File: src/include/asle_pkg.sv
package asle_pkg;

    // Clock and timing base
    localparam int CLK_FREQ_HZ = 100_000_000;
    localparam int FLASH_HALF_MS = 500;
    localparam int ACT_HALF_MS = 50;
    localparam int FLASH_HALF_CYC = FLASH_HALF_MS * (CLK_FREQ_HZ / 1000);
    localparam int ACT_HALF_CYC = ACT_HALF_MS * (CLK_FREQ_HZ / 1000);

    // Depth of the timed-out connection count
    localparam int TMO_CNT_W = 8;

    // Register map (byte addresses)
    localparam int APB_ADDR_W = 12;
    localparam logic [11:0] OFF_CTRL = 12'h000;
    localparam logic [11:0] OFF_STATUS = 12'h004;
    localparam logic [11:0] OFF_INT_STAT = 12'h008;
    localparam logic [11:0] OFF_INT_MASK = 12'h00C;

    // Control register fields and reset value
    localparam int CTRL_LED_EN_BIT = 0;
    localparam logic CTRL_LED_EN_RST = 1'b1;

    // Status register fields
    localparam int STAT_MS_LSB = 0;
    localparam int STAT_NS_LSB = 3;
    localparam int STAT_LINK_BIT = 6;
    localparam int STAT_ACT_BIT = 7;
    localparam int STAT_TMO_BIT = 8;
    localparam int STAT_CNT_LSB = 16;
    localparam int STAT_CNT_MAX_W = 16;

    // Interrupt status and mask layout
    localparam int INT_W = 5;
    localparam int INT_MAJOR = 0;
    localparam int INT_MINOR = 1;
    localparam int INT_DUP_IP = 2;
    localparam int INT_TMO = 3;
    localparam int INT_LINK = 4;
    localparam logic [INT_W-1:0] INT_STAT_RST = 5'h00;
    localparam logic [INT_W-1:0] INT_MASK_RST = 5'h00;

    // Indication modes of a two-colour LED
    typedef enum logic [2:0] {
        MODE_OFF = 3'b000,
        MODE_GRN_ON = 3'b001,
        MODE_GRN_FL = 3'b010,
        MODE_RED_ON = 3'b011,
        MODE_RED_FL = 3'b100,
        MODE_ALT = 3'b101
    } asle_mode_t;

    // Two-colour LED drive
    typedef struct packed {
        logic red;
        logic green;
    } asle_duo_t;

    // Condition levels and events from the protocol stack
    typedef struct packed {
        logic self_test;
        logic configured;
        logic major_fault;
        logic minor_fault;
        logic config_error;
        logic ip_valid;
        logic dup_ip;
        logic conn_up;
        logic conn_timeout_evt;
        logic conn_restore_evt;
    } asle_stack_t;

    // Turn a mode into lamp levels for the current flash phase
    function automatic asle_duo_t asle_render(asle_mode_t mode, logic phase);
        asle_duo_t d;
        d = '{red: 1'b0, green: 1'b0};
        unique case (mode)
            MODE_OFF: d = '{red: 1'b0, green: 1'b0};
            MODE_GRN_ON: d = '{red: 1'b0, green: 1'b1};
            MODE_GRN_FL: d = '{red: 1'b0, green: phase};
            MODE_RED_ON: d = '{red: 1'b1, green: 1'b0};
            MODE_RED_FL: d = '{red: phase, green: 1'b0};
            MODE_ALT: d = '{red: ~phase, green: phase};
            default: d = '{red: 1'b0, green: 1'b0};
        endcase
        return d;
    endfunction

endpackage

File: src/rtl/asle_flash_gen.sv
module asle_flash_gen #(
    parameter int HALF_CYC = 4
) (
    input wire logic pclk,
    input wire logic presetn,
    output logic phase,
    output logic tick
);
    import asle_pkg::*;

    localparam int CW = (HALF_CYC > 1) ? $clog2(HALF_CYC) : 1;

    if (HALF_CYC < 2) begin : g_bad_half
        $error("asle_flash_gen: HALF_CYC must be at least 2");
    end

    logic [CW-1:0] cnt_r, cnt_nxt;
    logic phase_r, phase_nxt;
    logic tick_r, tick_nxt;

    always_comb begin
        cnt_nxt = cnt_r + CW'(1);
        phase_nxt = phase_r;
        tick_nxt = 1'b0;
        if (cnt_r == CW'(HALF_CYC - 1)) begin
            cnt_nxt = '0;
            phase_nxt = ~phase_r;
            tick_nxt = 1'b1;
        end
    end

    // Free-running, so every LED flashing at this rate stays in step
    always_ff @(posedge pclk or negedge presetn) begin
        if (!presetn) begin
            cnt_r <= '0;
            phase_r <= 1'b0;
            tick_r <= 1'b0;
        end else begin
            cnt_r <= cnt_nxt;
            phase_r <= phase_nxt;
            tick_r <= tick_nxt;
        end
    end

    assign phase = phase_r;
    assign tick = tick_r;
endmodule // asle_flash_gen

File: src/rtl/asle_top.sv
module asle_top #(
    parameter int FLASH_HALF_CYC = asle_pkg::FLASH_HALF_CYC,
    parameter int ACT_HALF_CYC = asle_pkg::ACT_HALF_CYC,
    parameter int TMO_CNT_W = asle_pkg::TMO_CNT_W
) (
    input wire logic pclk,
    input wire logic presetn,
    input wire logic psel,
    input wire logic penable,
    input wire logic pwrite,
    input wire logic [asle_pkg::APB_ADDR_W-1:0] paddr,
    input wire logic [31:0] pwdata,
    output logic [31:0] prdata,
    output logic pready,
    output logic pslverr,
    input asle_pkg::asle_stack_t stack_status,
    input wire logic phy_link,
    input wire logic phy_activity,
    output asle_pkg::asle_duo_t module_status_led,
    output asle_pkg::asle_duo_t network_status_led,
    output logic port_link_led,
    output logic port_activity_led,
    output logic irq
);
    import asle_pkg::*;

    // Refuse sizes the logic cannot serve
    if (TMO_CNT_W < 1 || TMO_CNT_W > STAT_CNT_MAX_W) begin : g_bad_cnt
        $error("asle_top: TMO_CNT_W out of range");
    end

    localparam logic [INT_W-1:0] INT_BOTH_EDGES = INT_W'(1) << INT_LINK;

    function automatic asle_mode_t pick_ms(asle_stack_t s);
        asle_mode_t m;
        m = MODE_GRN_ON;
        if (s.self_test) begin
            m = MODE_ALT;
        end else if (s.major_fault) begin
            m = MODE_RED_ON;
        end else if (s.minor_fault || s.config_error) begin
            m = MODE_RED_FL;
        end else if (!s.configured) begin
            m = MODE_GRN_FL;
        end
        return m;
    endfunction

    function automatic asle_mode_t pick_ns(asle_stack_t s, logic tmo);
        asle_mode_t m;
        m = MODE_GRN_FL;
        if (s.self_test) begin
            m = MODE_ALT;
        end else if (!s.ip_valid) begin
            m = MODE_OFF;
        end else if (s.dup_ip) begin
            m = MODE_RED_ON;
        end else if (tmo) begin
            m = MODE_RED_FL;
        end else if (s.conn_up) begin
            m = MODE_GRN_ON;
        end
        return m;
    endfunction

    // Two-stage synchronisers for the PHY pins
    logic [1:0] link_sync_r, link_sync_nxt;
    logic [1:0] act_sync_r, act_sync_nxt;
    logic link_s, act_s;

    always_comb begin
        link_sync_nxt = {link_sync_r[0], phy_link};
        act_sync_nxt = {act_sync_r[0], phy_activity};
    end

    always_ff @(posedge pclk or negedge presetn) begin
        if (!presetn) begin
            link_sync_r <= 2'h0;
            act_sync_r <= 2'h0;
        end else begin
            link_sync_r <= link_sync_nxt;
            act_sync_r <= act_sync_nxt;
        end
    end

    assign link_s = link_sync_r[1];
    assign act_s = act_sync_r[1];

    // slow flash and fast activity blink
    logic slow_phase, fast_phase, fast_tick;

    asle_flash_gen #(.HALF_CYC(FLASH_HALF_CYC)) u_slow (
        .pclk(pclk),
        .presetn(presetn),
        .phase(slow_phase),
        .tick()
    );

    asle_flash_gen #(.HALF_CYC(ACT_HALF_CYC)) u_fast (
        .pclk(pclk),
        .presetn(presetn),
        .phase(fast_phase),
        .tick(fast_tick)
    );

    // Count of timed-out connections; saturates so it never wraps to zero
    logic [TMO_CNT_W-1:0] tmo_cnt_r, tmo_cnt_nxt;
    logic tmo_active;

    always_comb begin
        tmo_cnt_nxt = tmo_cnt_r;
        if (stack_status.conn_timeout_evt && !stack_status.conn_restore_evt) begin
            if (tmo_cnt_r != '1) begin
                tmo_cnt_nxt = tmo_cnt_r + TMO_CNT_W'(1);
            end
        end else if (stack_status.conn_restore_evt && !stack_status.conn_timeout_evt) begin
            if (tmo_cnt_r != '0) begin
                tmo_cnt_nxt = tmo_cnt_r - TMO_CNT_W'(1);
            end
        end
    end

    always_ff @(posedge pclk or negedge presetn) begin
        if (!presetn) begin
            tmo_cnt_r <= '0;
        end else begin
            tmo_cnt_r <= tmo_cnt_nxt;
        end
    end

    assign tmo_active = (tmo_cnt_r != '0);

    // Event detection: rising fault conditions and any link change
    logic [INT_W-1:0] cond_now, cond_prev_r, evt;

    always_comb begin
        cond_now = '0;
        cond_now[INT_MAJOR] = stack_status.major_fault;
        cond_now[INT_MINOR] = stack_status.minor_fault | stack_status.config_error;
        cond_now[INT_DUP_IP] = stack_status.dup_ip;
        cond_now[INT_TMO] = tmo_active;
        cond_now[INT_LINK] = link_s;
        evt = (cond_now & ~cond_prev_r) | (INT_BOTH_EDGES & (cond_now ^ cond_prev_r));
    end

    always_ff @(posedge pclk or negedge presetn) begin
        if (!presetn) begin
            cond_prev_r <= '0;
        end else begin
            cond_prev_r <= cond_now;
        end
    end

    // Mode selection and lamp rendering; all lamps go dark with the enable off
    asle_mode_t ms_mode, ns_mode;
    logic led_en_r, led_en_nxt;
    asle_duo_t ms_led_r, ms_led_nxt, ns_led_r, ns_led_nxt;
    logic link_led_r, link_led_nxt, act_led_r, act_led_nxt;
    logic act_acc_r, act_acc_nxt, act_show_r, act_show_nxt;

    always_comb begin
        ms_mode = pick_ms(stack_status);
        ns_mode = pick_ns(stack_status, tmo_active);
        ms_led_nxt = led_en_r ? asle_render(ms_mode, slow_phase) : asle_duo_t'(2'b00);
        ns_led_nxt = led_en_r ? asle_render(ns_mode, slow_phase) : asle_duo_t'(2'b00);
        link_led_nxt = led_en_r & link_s;
        act_acc_nxt = fast_tick ? 1'b0 : (act_acc_r | act_s);
        act_show_nxt = fast_tick ? (act_acc_r | act_s) : act_show_r;
        act_led_nxt = led_en_r & act_show_r & fast_phase;
    end

    // Short frames are stretched to one blink window so they stay visible
    always_ff @(posedge pclk or negedge presetn) begin
        if (!presetn) begin
            ms_led_r <= '{red: 1'b0, green: 1'b0};
            ns_led_r <= '{red: 1'b0, green: 1'b0};
            link_led_r <= 1'b0;
            act_led_r <= 1'b0;
            act_acc_r <= 1'b0;
            act_show_r <= 1'b0;
        end else begin
            ms_led_r <= ms_led_nxt;
            ns_led_r <= ns_led_nxt;
            link_led_r <= link_led_nxt;
            act_led_r <= act_led_nxt;
            act_acc_r <= act_acc_nxt;
            act_show_r <= act_show_nxt;
        end
    end

    // APB slave: no wait states; read data and ready are flopped from the setup cycle
    logic [INT_W-1:0] int_stat_r, int_stat_nxt, int_mask_r, int_mask_nxt;
    logic [31:0] prdata_r, prdata_nxt;
    logic pready_r, pready_nxt, pslverr_r, pslverr_nxt, irq_r, irq_nxt;
    logic setup, wr_commit;
    logic [INT_W-1:0] w1c;

    always_comb begin
        setup = psel & ~penable;
        wr_commit = psel & penable & pready_r & pwrite;
        led_en_nxt = led_en_r;
        int_mask_nxt = int_mask_r;
        w1c = '0;
        prdata_nxt = prdata_r;
        pslverr_nxt = 1'b0;
        pready_nxt = setup;
        if (wr_commit) begin
            unique case (paddr)
                OFF_CTRL: led_en_nxt = pwdata[CTRL_LED_EN_BIT];
                OFF_INT_STAT: w1c = pwdata[INT_W-1:0];
                OFF_INT_MASK: int_mask_nxt = pwdata[INT_W-1:0];
                default: ;
            endcase
        end
        if (setup) begin
            prdata_nxt = '0;
            unique case (paddr)
                OFF_CTRL: prdata_nxt[CTRL_LED_EN_BIT] = led_en_r;
                OFF_STATUS: begin
                    prdata_nxt[STAT_MS_LSB +: 3] = ms_mode;
                    prdata_nxt[STAT_NS_LSB +: 3] = ns_mode;
                    prdata_nxt[STAT_LINK_BIT] = link_s;
                    prdata_nxt[STAT_ACT_BIT] = act_show_r;
                    prdata_nxt[STAT_TMO_BIT] = tmo_active;
                    prdata_nxt[STAT_CNT_LSB +: TMO_CNT_W] = tmo_cnt_r;
                end
                OFF_INT_STAT: prdata_nxt[INT_W-1:0] = int_stat_r;
                OFF_INT_MASK: prdata_nxt[INT_W-1:0] = int_mask_r;
                default: pslverr_nxt = 1'b1;
            endcase
        end
        // A new event beats a clear in the same cycle
        int_stat_nxt = (int_stat_r & ~w1c) | evt;
        irq_nxt = |(int_stat_nxt & int_mask_nxt);
    end

    always_ff @(posedge pclk or negedge presetn) begin
        if (!presetn) begin
            led_en_r <= CTRL_LED_EN_RST;
            int_stat_r <= INT_STAT_RST;
            int_mask_r <= INT_MASK_RST;
            prdata_r <= 32'h0000_0000;
            pready_r <= 1'b0;
            pslverr_r <= 1'b0;
            irq_r <= 1'b0;
        end else begin
            led_en_r <= led_en_nxt;
            int_stat_r <= int_stat_nxt;
            int_mask_r <= int_mask_nxt;
            prdata_r <= prdata_nxt;
            pready_r <= pready_nxt;
            pslverr_r <= pslverr_nxt;
            irq_r <= irq_nxt;
        end
    end

    assign module_status_led = ms_led_r;
    assign network_status_led = ns_led_r;
    assign port_link_led = link_led_r;
    assign port_activity_led = act_led_r;
    assign prdata = prdata_r;
    assign pready = pready_r;
    assign pslverr = pslverr_r;
    assign irq = irq_r;
endmodule // asle_top

File: config.mk
export PLATFORM = sky130hd
export DESIGN_NAME = asle_top
export DESIGN_NICKNAME = d
export VERILOG_FILES = /design/src/include/asle_pkg.sv /design/src/rtl/asle_flash_gen.sv /design/src/rtl/asle_top.sv
export SDC_FILE = /design/constraint.sdc
export NUM_CORES = 1
export LEC_CHECK = 0
export BUFFER_PORTS_ARGS = -buffer_cell sky130_fd_sc_hd__clkbuf_2
export CORE_AREA = 4 4 111 113
export DETAILED_ROUTE_END_ITERATION = 6
export DIE_AREA = 0 0 115 117
export PLACE_DENSITY_LB_ADDON = 0.12
export REMOVE_ABC_BUFFERS = 1
export SLEW_MARGIN = 20
export SYNTH_ARGS = -nofsm -noshare
export SYNTH_HDL_FRONTEND = slang
export SYNTH_SLANG_ARGS = --single-unit
File: constraint.sdc
create_clock -name pclk -period 2 [get_ports pclk]
set_input_delay 0 -clock pclk [delete_from_list [all_inputs] [get_ports pclk]]
set_output_delay 0 -clock pclk [all_outputs]
set_load 0.005 [all_outputs]
Word-level counts from Yosys, hierarchy flattened:

Index checks and enable logic that the tools add are counted.
Widths: inputs -> output; s select.

* output and inout bits: 41
* word-level logic and storage cells: 109
* bits of input ports: 61
* register bits after elaboration: 108

* equality and inequality tests: 17
* bitwise operators: 20
* reduce and logical (&&, ||, !) cells: 13
* multiplexer cells: 31
* add/subtract/negate cells: 4

Operators by type and width (number)
* $mux 8: 5
* $add 26x1->26 const B: 1
* $eq 26x26->1 const B: 1
* $mux 26: 1
* $eq 12x4->1 const B: 2
* $add 23x1->23 const B: 1
* $eq 23x23->1 const B: 1
* $mux 23: 1
* $mux 3: 7
* $mux 5: 4
* $pmux 2 s5: 2
* $and 5x5->5: 3
* $eq 12x3->1 const B: 1
* $eq 3x2->1 const B: 4
* $eq 3x3->1 const B: 4
* $logic_not 12->1: 1
* $pmux 4 s3: 1
* $not 5->5: 2
* $or 5x5->5: 2
* $add 8x1->8 const B: 1
* $mux 2: 4
* $ne 8x8->1 const B: 1
* $reduce_bool 8->1: 1
* $sub 8x1->8 const B: 1
* 17 further kinds: 33

Depth between registers and ports, before layout:

Gate-level depths: netlist of the first run.

* word-level depth: 9
* gate-level depth with buffers: 7
* depth with buffers taken out: 7

Hierarchy:

Synthesis of the first run repeated with hierarchy kept, for this count alone.

* cells, all modules: 512
* area total of the unflattened synthesis: 5353.9 sq um

Modules (own cells, without submodules)
* asle_top: sequential area each 1402.6 sq um, area an instance 2813.9 sq um, cells each 271, times used 1
* asle_flash_gen at u_slow: sequential area each 700.7 sq um, area an instance 1363.8 sq um, cells each 129, times used 1
* asle_flash_gen at u_fast: sequential area each 625.6 sq um, area an instance 1176.1 sq um, cells each 112, times used 1

Worst setup path before layout of the first run:

Ideal clock, no wire load.

* kind: register -> register
* from: register tmo_cnt_r[0]
* to: register tmo_cnt_r[6]
* required time: 1.875 ns
* library setup time: 0.125 ns
* slack: 0.131 ns
* clock period less this slack: 1.869 ns
* arrival time: 1.744 ns
* path buffers: 0
* cell stages (with the launch flop): 7
* cell sequence: dfrtp_1 -> fa_1 -> a21o_1 -> a21oi_1 -> or4b_2 -> o2111ai_1 -> mux2_2

* cells in the longest elaborated chain, start to end: 4
* elaborated cells on any way between the ends: 11
* those cells by class: 2 x add/sub; 2 x eq/ne; 4 x mux; 3 x reduce/logical

RTL lines
* start, declared: line asle_top.sv:107 `logic [TMO_CNT_W-1:0] tmo_cnt_r, tmo_cnt_nxt;`
* start signal, assigned: line asle_top.sv:127 `tmo_cnt_r <= tmo_cnt_nxt;`
* $sub 8x1->8: line asle_top.sv:118 `tmo_cnt_nxt = tmo_cnt_r - TMO_CNT_W'(1);`
* $mux 8: line asle_top.sv:117 `if (tmo_cnt_r != '0) begin`
* $mux 8: line asle_top.sv:116 `end else if (stack_status.conn_restore_evt && !stack_status.conn_timeout_evt) begin`
* $mux 8: line asle_top.sv:112 `if (stack_status.conn_timeout_evt && !stack_status.conn_restore_evt) begin`

Several ways; a longest one is shown, not always the timed one. The select of a mux whose other input is x is not followed.
A chain may end at the register's enable or synchronous reset.

Worst setup path in the final report of the first run:

* from: register u_slow.cnt_r[16]
* to: register u_slow.phase_r, in the netlist u_slow.phase

* cells in the longest elaborated chain, start to end: 1

RTL lines
* start, declared: line asle_flash_gen.sv:17 `logic [CW-1:0] cnt_r, cnt_nxt;`
* start signal, assigned: line asle_flash_gen.sv:39 `cnt_r <= cnt_nxt;`
* $eq 26x26->1: line asle_flash_gen.sv:25 `if (cnt_r == CW'(HALF_CYC - 1)) begin`
* end signal, assigned: line asle_flash_gen.sv:40 `phase_r <= phase_nxt;`
* end, declared: line asle_flash_gen.sv:18 `logic phase_r, phase_nxt;`

No other way between the ends.

==> results of run 1 <==
synth_stat cells (all sizes together), types with 2 or more instances:
cell,number,area (um2)
dfrtp,107,2678
nor2,46,172.7
xor2,30,262.8
nand2,27,103.9
nand3,24,120.1
xnor2,20,175.2
buf,19,141.4
inv,15,56.30
nand4,15,93.84
o21ai,15,75.07
a22o,14,122.6
a21oi,12,60.06
and3,12,75.07
mux2,12,135.1
nor4,9,107.6
ha,8,100.1
nor3,8,40.04
nor2b,7,43.79
and2,6,37.54
clkbuf,6,22.52
nand2b,5,31.28
and4,4,35.03
o21bai,4,30.03
a21boi,3,22.52
mux2i,3,30.03
or2,3,18.77
or4,3,30.03
a21o,2,15.01
a22oi,2,15.01
a31oi,2,12.51
nor4b,2,17.52
o21a,2,15.01
o31ai,2,15.01
o41ai,2,17.52
or4b,2,20.02
timing repair:
action,4_1_cts,5_1_grt
hold buffers,16,0
endpoints found under the hold margin,40,0
gates resized for setup,0,5
setup endpoints to repair,0,9
setup buffers,0,3
worst max-delay path, delay by kind of cell, from the launching register on:
kind,cells,cell delay [ps]
XOR/XNOR,1,130
buffers and inverters,2,300
flip-flops,1,400
AND/OR/NAND/NOR,4,1050
sequential cells by signal (all words and copies together) (netlist names), 2 cells and up:
signal,cells
act_sync_r,2
cond_prev_r,5
link_sync_r,2
int_mask_r,5
u_slow.cnt_r,26
module_status_led,2
u_fast.cnt_r,23
int_stat_r,5
tmo_cnt_r,8
prdata,17
network_status_led,2
per-layer routing:
| metal | part of all wire | up-vias | track usage |
|---|---|---|---|
| met5 | 0 | - | 0 |
| met1 | 0.47 | 1772 | 0.2114 |
| met4 | 0.023 | 0 | 0.07121 |
| li1 | - | 1834 | - |
| met2 | 0.47 | 75 | 0.2585 |
| met3 | 0.042 | 17 | 0.03136 |
per-stage QoR:
| stage | TNS, ps | util | area [um2] | worst slack, ps |
|---|---|---|---|---|
| after floorplan | -1083 | - | 5007 | -129.4 |
| after global placement | 0 | 0.5023 | 5687 | 69.62 |
| after detailed placement | 0 | 0.5023 | 5687 | 31.60 |
| after CTS | 0 | 0.5437 | 6155 | 6.175 |
| after global routing | -101.3 | 0.5506 | 6233 | -45.56 |
| final | 0 | 0.5506 | 6233 | 35.47 |
final cells by class:
| type | instances | area (um2) | area share |
|---|---|---|---|
| Sequential cell | 108 | 2704 | 0.4338 |
| Multi-Input combinational cell | 335 | 2278 | 0.3655 |
| Timing Repair Buffer | 101 | 708.2 | 0.1136 |
| Clock buffer | 10 | 239.0 | 0.03834 |
| Tap cell | 143 | 178.9 | 0.02870 |
| Clock inverter | 6 | 68.82 | 0.01104 |
| Inverter | 15 | 56.30 | 0.009033 |
cell families (layout without fill, tap and decap cells):
family,count (synthesis),after routing,share of synthesized area
flip-flops,108,108,0.5282
other,1,15,0.0007326
AND/OR/NAND/NOR,177,177,0.1936
adder cells (fa/ha/maj),9,9,0.02347
XOR/XNOR,50,50,0.08555
AO/OA/AOI/OAI,69,69,0.09313
multiplexers,15,15,0.03227
buffers and inverters,40,132,0.04302
power by group through the flow:
stage / clock (mW) / sequential, mW / combinational, mW
after detailed placement: 0 / 2.46 / 0.861
after floorplan: 0 / 2.43 / 0.595
final: 1.84 / 2.42 / 0.921
after global routing: 1.98 / 2.44 / 1.03
after CTS: 1.89 / 2.42 / 0.889
after global placement: 0 / 2.45 / 0.833
worst max-delay path by stage:
stage / startpoint / to / slack (ps) / cells past startpoint
after floorplan: u_fast.cnt_r[13]$_DFF_PN0_ / u_fast.phase$_DFFE_PN0P_ / -130 / 4
after global placement: tmo_cnt_r[1]$_DFFE_PN0P_ / tmo_cnt_r[7]$_DFFE_PN0P_ / 70 / 6
after detailed placement: tmo_cnt_r[1]$_DFFE_PN0P_ / tmo_cnt_r[1]$_DFFE_PN0P_ / 30 / 7
after CTS: tmo_cnt_r[1]$_DFFE_PN0P_ / tmo_cnt_r[7]$_DFFE_PN0P_ / 6 / 6
after global routing: u_slow.cnt_r[16]$_DFF_PN0_ / u_slow.phase$_DFFE_PN0N_ / -50 / 7
final: u_slow.cnt_r[16]$_DFF_PN0_ / u_slow.phase$_DFFE_PN0N_ / 40 / 7
==> summary.md, run 1 <==
| Metric | Value |
|---|---|
| Status | completed |
| Worst EP arrival | about 2200 ps |
| Worst slew pin tran | roughly 590 ps |
| # Max-Cap Violations | 0 |
| Comb power frac | 0.178 |
| IO Port Bufs | 59 |
| Yosys cell types | 58 |
| Placed cell count | 682 |
| Clock share of power | 0.355 |
| Crit path time final | 1965 ps |
| # rows | 39 |
| Path category of the worst min-delay check | in -> reg |
| Slowest stage delay, CP | 540 ps |
| Final RePlAce weighted congestion | 0.7942 |
| Wirelength, routed | 10,430 um |
| Netlist Area Pre-Place | 5119 um2 |
| Worst EP required | between 2000 and 2500 ps |
| Inserted Clock Buffers | 9 |
| Boundary pin count | 102 |
| Pre-antenna DRT Iters | 4 |
| Initial drt markers | 240 |
| WL/cell | 14.52 um |
| EDFF count, synth | 0 |
| First-pass GRT wire length | around 17,000 um |
| CTS root buffer | clkbuf_16 |
| Reg2reg start | u_slow.cnt_r[16]$_DFF_PN0_ |
| Starting Density | 0.4521 |
| Fin cells | around 720 |
| Primary FF master, synth | dfrtp_1 |
| Max_slew headroom | 0.5949 |
| Largest net degree at the start of global routing | between 80 and 90 |
| P_int | 3.778 mW |
| DP Wirelength | 7319 um |
| Clk slew on worst S/H paths | 70 ps |
| Synth Register Bits | 108 |
| Initial antenna violation count | 0 |
| RSZ-0062 raised after global routing | true |
| Worst-path cell chain | or4_4 -> nor3_2 -> nand4_1 -> nor4_4 -> buf_4 -> buf_12 -> xor2_1 |
| Register area share after synthesis | 0.5282 |
| Vias per cell | 5.150 |
| Syn. warnings | 0 |
| # DRC | 0 |
| RR Endpoint | u_slow.phase$_DFFE_PN0N_ |
| Power per cell area | 830.7 nW/um2 |
| Share of layout cells above drive strength 1 | 0.2296 |
| Reg2Reg Setup Slack | between 30 and 40 ps |
| Total GRT Usage | 0.1603 |
| Worst Hold Launch | stack_status[5] |
| Longest Clk Path Bufs | 2 |
| PnR Total Power | 5.178 mW |
| Leakage power | 3.025 nW |
| Die W | between 100 and 150 um |
| Worst-Skew Late Latency | 350 ps |
| Clock Sinks | ~110 |
| Synth async-reset ratio | 1.000 |
| Die H | approximately 120 um |
| Fmax | around 500 MHz |
| TritonCTS clock tree | done |
| Hold Path End | int_stat_r[1]$_DFF_PN0_ |
| Number of global-route vias before repair | 3,670 |
| GRT overflow | 0 |
| H-Tree Depth | 3 |
| Area Overhead vs Synth | 21.78% |
| Hold Vio Cnt, Final | 0 |
| Critical Path End Type | flop |
| Avg Cell Area, Syn | about 11 um2 |
| Commonest cells after routing, fill and taps aside | dfrtp_1 (107), clkbuf_2 (58), nor2_1 (46), xor2_1 (30), nand2_1 (25) |
| Maximum vdd ir drop | approximately 0.42 mV |
| Crit Path Category | reg -> reg |
| Worst hold margin | around 40 ps |
| Worst Skew | 7.883 ps |
| Post-Synthesis Cells | 469 |
| NetSw | 1.400 mW |
| Leading cell type in the layout, fill and taps excluded | dfrtp_1 |
| Final ANT Viol Nets | 0 |
| Crit Path Max Fanout | 8 |
| Worst r2r path cells | 7 |
| Final Cycle Share | 0.9823 |
| # diodes | 0 |
| Final setup fails | 0 |
| Die Area | 13,460 um2 |
| CP Launch Type | flop |
| Sw frac | 0.2703 |
| Filler instances | approximately 1.0k |
| Max-slew violations | 0 |
| Fin nets | 640 |
| Hold depth | 4 |
| Seq pwr share | 0.467 |
| CP max-delay cell | or4_4 |
| DR vias | 3,698 |
| Core Region | 11,320 um2 |
No activity file was read; power rests on OpenSTA's default activity.
==> inputs of run 2 (changes only) <==
Settings changed: CORE_AREA 4 4 111 113 to 4 4 107 109, DIE_AREA 0 0 115 117 to 0 0 111 113.
==> summary.md, run 2 (synthesis gave the netlist of run 1 again) <==
| Metric | Value |
|---|---|
| Status | completed |
| Area Overhead vs Synth | 19.46% |
| Final setup fails | 0 |
| # Max-Cap Violations | 0 |
| Fin cells | 714 |
| Longest Clk Path Bufs | 2 |
| Worst r2r path cells | 6 |
| Max_slew headroom | 0.6557 |
| DP Wirelength | 7544 um |
| TritonCTS clock tree | done |
| Worst EP required | 2310 ps |
| Initial drt markers | 169 |
| Hold Vio Cnt, Final | 0 |
| IO Port Bufs | 59 |
| Commonest cells after routing, fill and taps aside | dfrtp_1 (103), clkbuf_2 (58), nor2_1 (46), xor2_1 (30), nand2_1 (26) |
| Worst-Skew Late Latency | 370 ps |
| Final Cycle Share | 0.9498 |
| Clock Sinks | 108 |
| Starting Density | 0.4828 |
| Boundary pin count | 102 |
| Maximum vdd ir drop | 0.4078 mV |
| Die H | 113 um |
| Crit Path Category | reg -> reg |
| Number of global-route vias before repair | approximately 3.7k |
| GRT overflow | 0 |
| First-pass GRT wire length | 18,080 um |
| Max FFs per register | 26 |
| Most flop-heavy register | u_slow.cnt_r |
| DR vias | about 3.7k |
| H-Tree Depth | 3 |
| Filler instances | 941 |
| Clk slew on worst S/H paths | 100 ps |
| Placed cell count | 681 |
| Die W | 111 um |
| Max-slew violations | 0 |
| # DRC | 0 |
| CP Launch Type | flop |
| FF+latch area | roughly 2700 um2 |
| Pre-antenna DRT Iters | 4 |
| Largest net degree at the start of global routing | 63 |
| Final RePlAce weighted congestion | 0.8231 |
| Total GRT Usage | 0.1754 |
| # diodes | 0 |
| Leakage power | just under 3 nW |
| Critical Path End Type | flop |
| Worst Skew | 11.60 ps |
| Worst EP arrival | 2210 ps |
| Hold depth | 4 |
| Die Area | 12,540 um2 |
| CTS root buffer | clkbuf_8 |
| Fin nets | about 640 |
| Crit Path Max Fanout | 5 |
| Power per cell area | 785.0 nW/um2 |
| Final ANT Viol Nets | 0 |
| Vias per cell | 5.183 |
| Multi-input logic area | 2305 um2 |
| Wirelength, routed | around 11,000 um |
| Worst slew pin tran | a little over 500 ps |
| Crit path time final | ~1900 ps |
| Core Region | between 10,000 and 15,000 um2 |
| Initial antenna violation count | 0 |
| Path category of the worst min-delay check | in -> reg |
| RSZ-0062 raised after global routing | true |
| WL/cell | 14.73 um |
| Inserted Clock Buffers | 9 |
| Share of layout cells above drive strength 1 | 0.2439 |
| Leading cell type in the layout, fill and taps excluded | dfrtp_1 |
| Fmax | 526.4 MHz |
| PnR Total Power | 4.800 mW |
| # rows | 38 |
run 2: changes by cell type in the layout (fill, tap and decap cells not counted), sizes merged:
cell and change:
clkbuf -1, clkinv -2, clkinvlp +2
run 2: power by group:
| part | switching, mW | internal, mW |
|---|---|---|
| clock network | 0.752 | 0.622 |
| registers | 0.148 | 2.30 |
| logic | 0.474 | 0.508 |
run 2: worst max-delay path, stage by stage (launching register included):
cell and delay (ps):
dfrtp_2 470, ha_4 290, a21o_1 120, a21oi_2 60, or4b_2 600, o2111ai_1 110, mux2_2 180
run 2: path summary, 6_finish.rpt:
path                                               start                         end  slack, ps
min in group asynchronous                        presetn     port_link_led$_DFF_PN0_         40
worst max-delay path            tmo_cnt_r[2]$_DFFE_PN0P_    tmo_cnt_r[6]$_DFFE_PN0P_        100
max in group asynchronous                        presetn  u_fast.cnt_r[19]$_DFF_PN0_       1320
worst min register to register  link_sync_r[0]$_DFF_PN0_    link_sync_r[1]$_DFF_PN0_        370
worst min-delay path                     stack_status[5]     int_stat_r[1]$_DFF_PN0_         30
worst max register to register  tmo_cnt_r[2]$_DFFE_PN0P_    tmo_cnt_r[6]$_DFFE_PN0P_        100
run 2: final cells by class:
cell class,instances,share of cell area
clock inverters,6,0.01146
clock buffers,10,0.02251
multi-input cells,335,0.3769
well taps,140,0.02865
repair buffers,100,0.1082
inverters,15,0.009208
flip-flops and latches,108,0.4430
run 2: timing repair:
item	CTS	global route
endpoints found under the setup margin	1	22
endpoints found under the hold margin	121	0
cloned	0	0
hold buffers	16	0
buffers inserted	0	1
gates resized for setup	1	14
pin swaps	0	2
run 2: metal layers:
metal  share of wire  track usage  vias up  wire (um)
met1            0.47       0.2329     1806       4947
met2            0.47       0.2892       68       4980
met5               0            0        -          0
met3           0.041      0.03529       11        436
li1                -            -     1816          -
met4           0.014      0.06158        0        150
run 2: per-stage QoR:
stage                     TNS (ps)  utilization  cell area [um2]  setup slack, ps  hold slack [ps]
after floorplan              -1083            -             5007           -129.4           -295.6
after global placement           0       0.5356             5679            94.17           -108.4
after detailed placement         0       0.5356             5679            29.51           -107.6
after CTS                        0       0.5710             6055            34.72            20.05
after global routing        -65.02       0.5767             6115           -41.09            25.72
final                            0       0.5767             6115            100.5            27.01
==> inputs of run 3 (changes only) <==
Settings changed: REMOVE_ABC_BUFFERS 1 to default.
Clock period 2 ns to 1.95 ns, I/O delays scaled along.
==> summary.md, run 3 (synthesis gave the netlist of run 1 again) <==
| Metric | Value |
|---|---|
| Status | completed |
| Initial antenna violation count | 0 |
| Worst-Skew Late Latency | 370 ps |
| CP max-delay cell | or4b_2 |
| Maximum vdd ir drop | ~0.67 mV |
| Wirelength, routed | 10,670 um |
| Clock Sinks | 108 |
| DR vias | 3,732 |
| Worst EP arrival | 2220 ps |
| Most flop-heavy register | u_slow.cnt_r |
| Hold Vio Cnt, Final | 0 |
| CP Launch Type | flop |
| Worst setup path startpoint | tmo_cnt_r[2]$_DFFE_PN0P_ |
| Fmax | roughly 530 MHz |
| Final setup fails | 0 |
| Worst slew pin tran | between 600 and 700 ps |
| Boundary pin count | 102 |
| Crit Path Max Fanout | 4 |
| Core Region | 10,600 um2 |
| Die Area | 12,540 um2 |
| CTS root buffer | clkbuf_8 |
| Max_slew headroom | 0.5914 |
| Largest net degree at the start of global routing | 46 |
| Fin util | 0.5987 |
| Path category of the worst min-delay check | in -> reg |
| Longest Clk Path Bufs | 2 |
| CP endpoint | tmo_cnt_r[6]$_DFFE_PN0P_ |
| IO Port Bufs | 59 |
| Slowest stage delay, CP | 630 ps |
| # diodes | 0 |
| # rows | 38 |
| Leakage power | 3.065 nW |
| Clk slew on worst S/H paths | 100 ps |
| Placed cell count | 690 |
| Final Cycle Share | 0.9754 |
| Share of layout cells above drive strength 1 | 0.2818 |
| Inserted Clock Buffers | 9 |
| Pre-antenna DRT Iters | 6 |
| Worst EP required | 2270 ps |
| Fin nets | between 600 and 700 |
| DP Wirelength | 7379 um |
| Power per cell area | between 800 and 900 nW/um2 |
| Final ANT Viol Nets | 0 |
| Max-slew violations | 0 |
| Crit path time final | roughly 1900 ps |
| Die H | 113 um |
| Starting Density | 0.4828 |
| Critical Path End Type | flop |
| Reg2Reg Setup Slack | 50 ps |
| WL/cell | 14.63 um |
| Worst Skew | 8.020 ps |
| H-Tree Depth | 3 |
| First-pass GRT wire length | 17,930 um |
| Crit Path Category | reg -> reg |
| TritonCTS clock tree | done |
| Die W | 111 um |
| Reg2reg start | tmo_cnt_r[2]$_DFFE_PN0P_ |
| # Max-Cap Violations | 0 |
| Worst-path cell chain | ha_4 -> a21o_1 -> a21oi_2 -> or4b_2 -> o2111ai_2 -> mux2_4 |
| GRT overflow | 0 |
| Total GRT Usage | 0.1738 |
| Final RePlAce weighted congestion | approximately 0.81 |
| # DRC | 0 |
| Area Overhead vs Synth | 24.00% |
| Initial drt markers | 112 |
| RSZ-0062 raised after global routing | true |
| Commonest cells after routing, fill and taps aside | dfrtp_1 (102), clkbuf_2 (58), nor2_1 (46), buf_4 (39), xor2_1 (30) |
| Vias per cell | 5.119 |
| RR Endpoint | tmo_cnt_r[6]$_DFFE_PN0P_ |
| Worst r2r path cells | 6 |
| Number of global-route vias before repair | 3,746 |
| Fin cells | about 730 |
| Leading cell type in the layout, fill and taps excluded | dfrtp_1 |
| Worst hold margin | 29.30 ps |
| Setup TNS | 0 ps |
| Max FFs per register | 26 |
-- run 3: stage by stage --
stage | total power [mW] | worst slack [ps] | area [um2]
after floorplan | 3.134 | 81.36 | 5171
after global placement | 3.512 | -14.30 | 5778
after detailed placement | 3.546 | -91.26 | 5778
after CTS | 5.158 | -19.83 | 6210
after global routing | 5.621 | -46.56 | 6347
final | 5.328 | 47.89 | 6347
-- run 3: critical path, delay by kind of cell (launching register included) --
family | cells | cell delay, ps
fa+ha+maj | 1 | 290
compound gates | 3 | 300
flops | 1 | 470
simple gates | 1 | 630
mux | 1 | 160
-- run 3: layout make-up --
class	count	area (um2)
Clock inverter	3	45.04
Clock buffer	12	165.2
Inverter	15	56.30
Fill cell	902	4255
Tap cell	140	175.2
Multi-Input combinational cell	335	2381
Timing Repair Buffer	116	814.5
Sequential cell	108	2710
-- run 3: worst min path at each step --
stage          startpoint                        to  depth (start not counted)
2_1_floorplan     presetn       act_acc_r$_DFF_PN0_                          0
3_3_place_gp      presetn  tmo_cnt_r[6]$_DFFE_PN0P_                          1
3_5_place_dp      presetn    prdata[22]$_DFFE_PN0P_                          1
4_1_cts          paddr[0]     prdata[3]$_DFFE_PN0P_                          4
5_1_grt          paddr[1]     prdata[3]$_DFFE_PN0P_                          4
6_report         paddr[1]     prdata[3]$_DFFE_PN0P_                          4
-- run 3: per-layer routing --
metal,track usage,part of all wire,vias to the layer above
met5,0,0,-
met4,0.04926,0.011,0
met3,0.03743,0.039,11
met2,0.2921,0.48,67
met1,0.2291,0.47,1792
li1,-,-,1862
-- run 3: timing repair --
action	CTS	global route
gates cloned	0	0
buffers inserted	1	9
hold endpoints to repair	56	0
endpoints found under the setup margin	9	15
hold buffers	14	0
pin swaps	5	10
resized for setup	10	18
-- run 3: power by group --
| group | switching [mW] | leakage, nW | internal [mW] |
|---|---|---|---|
| Clock | 0.746 | 0.101 | 0.693 |
| Sequential | 0.177 | 1.40 | 2.36 |
| Combinational | 0.589 | 1.57 | 0.766 |
| Total | 1.51 | 3.07 | 3.82 |
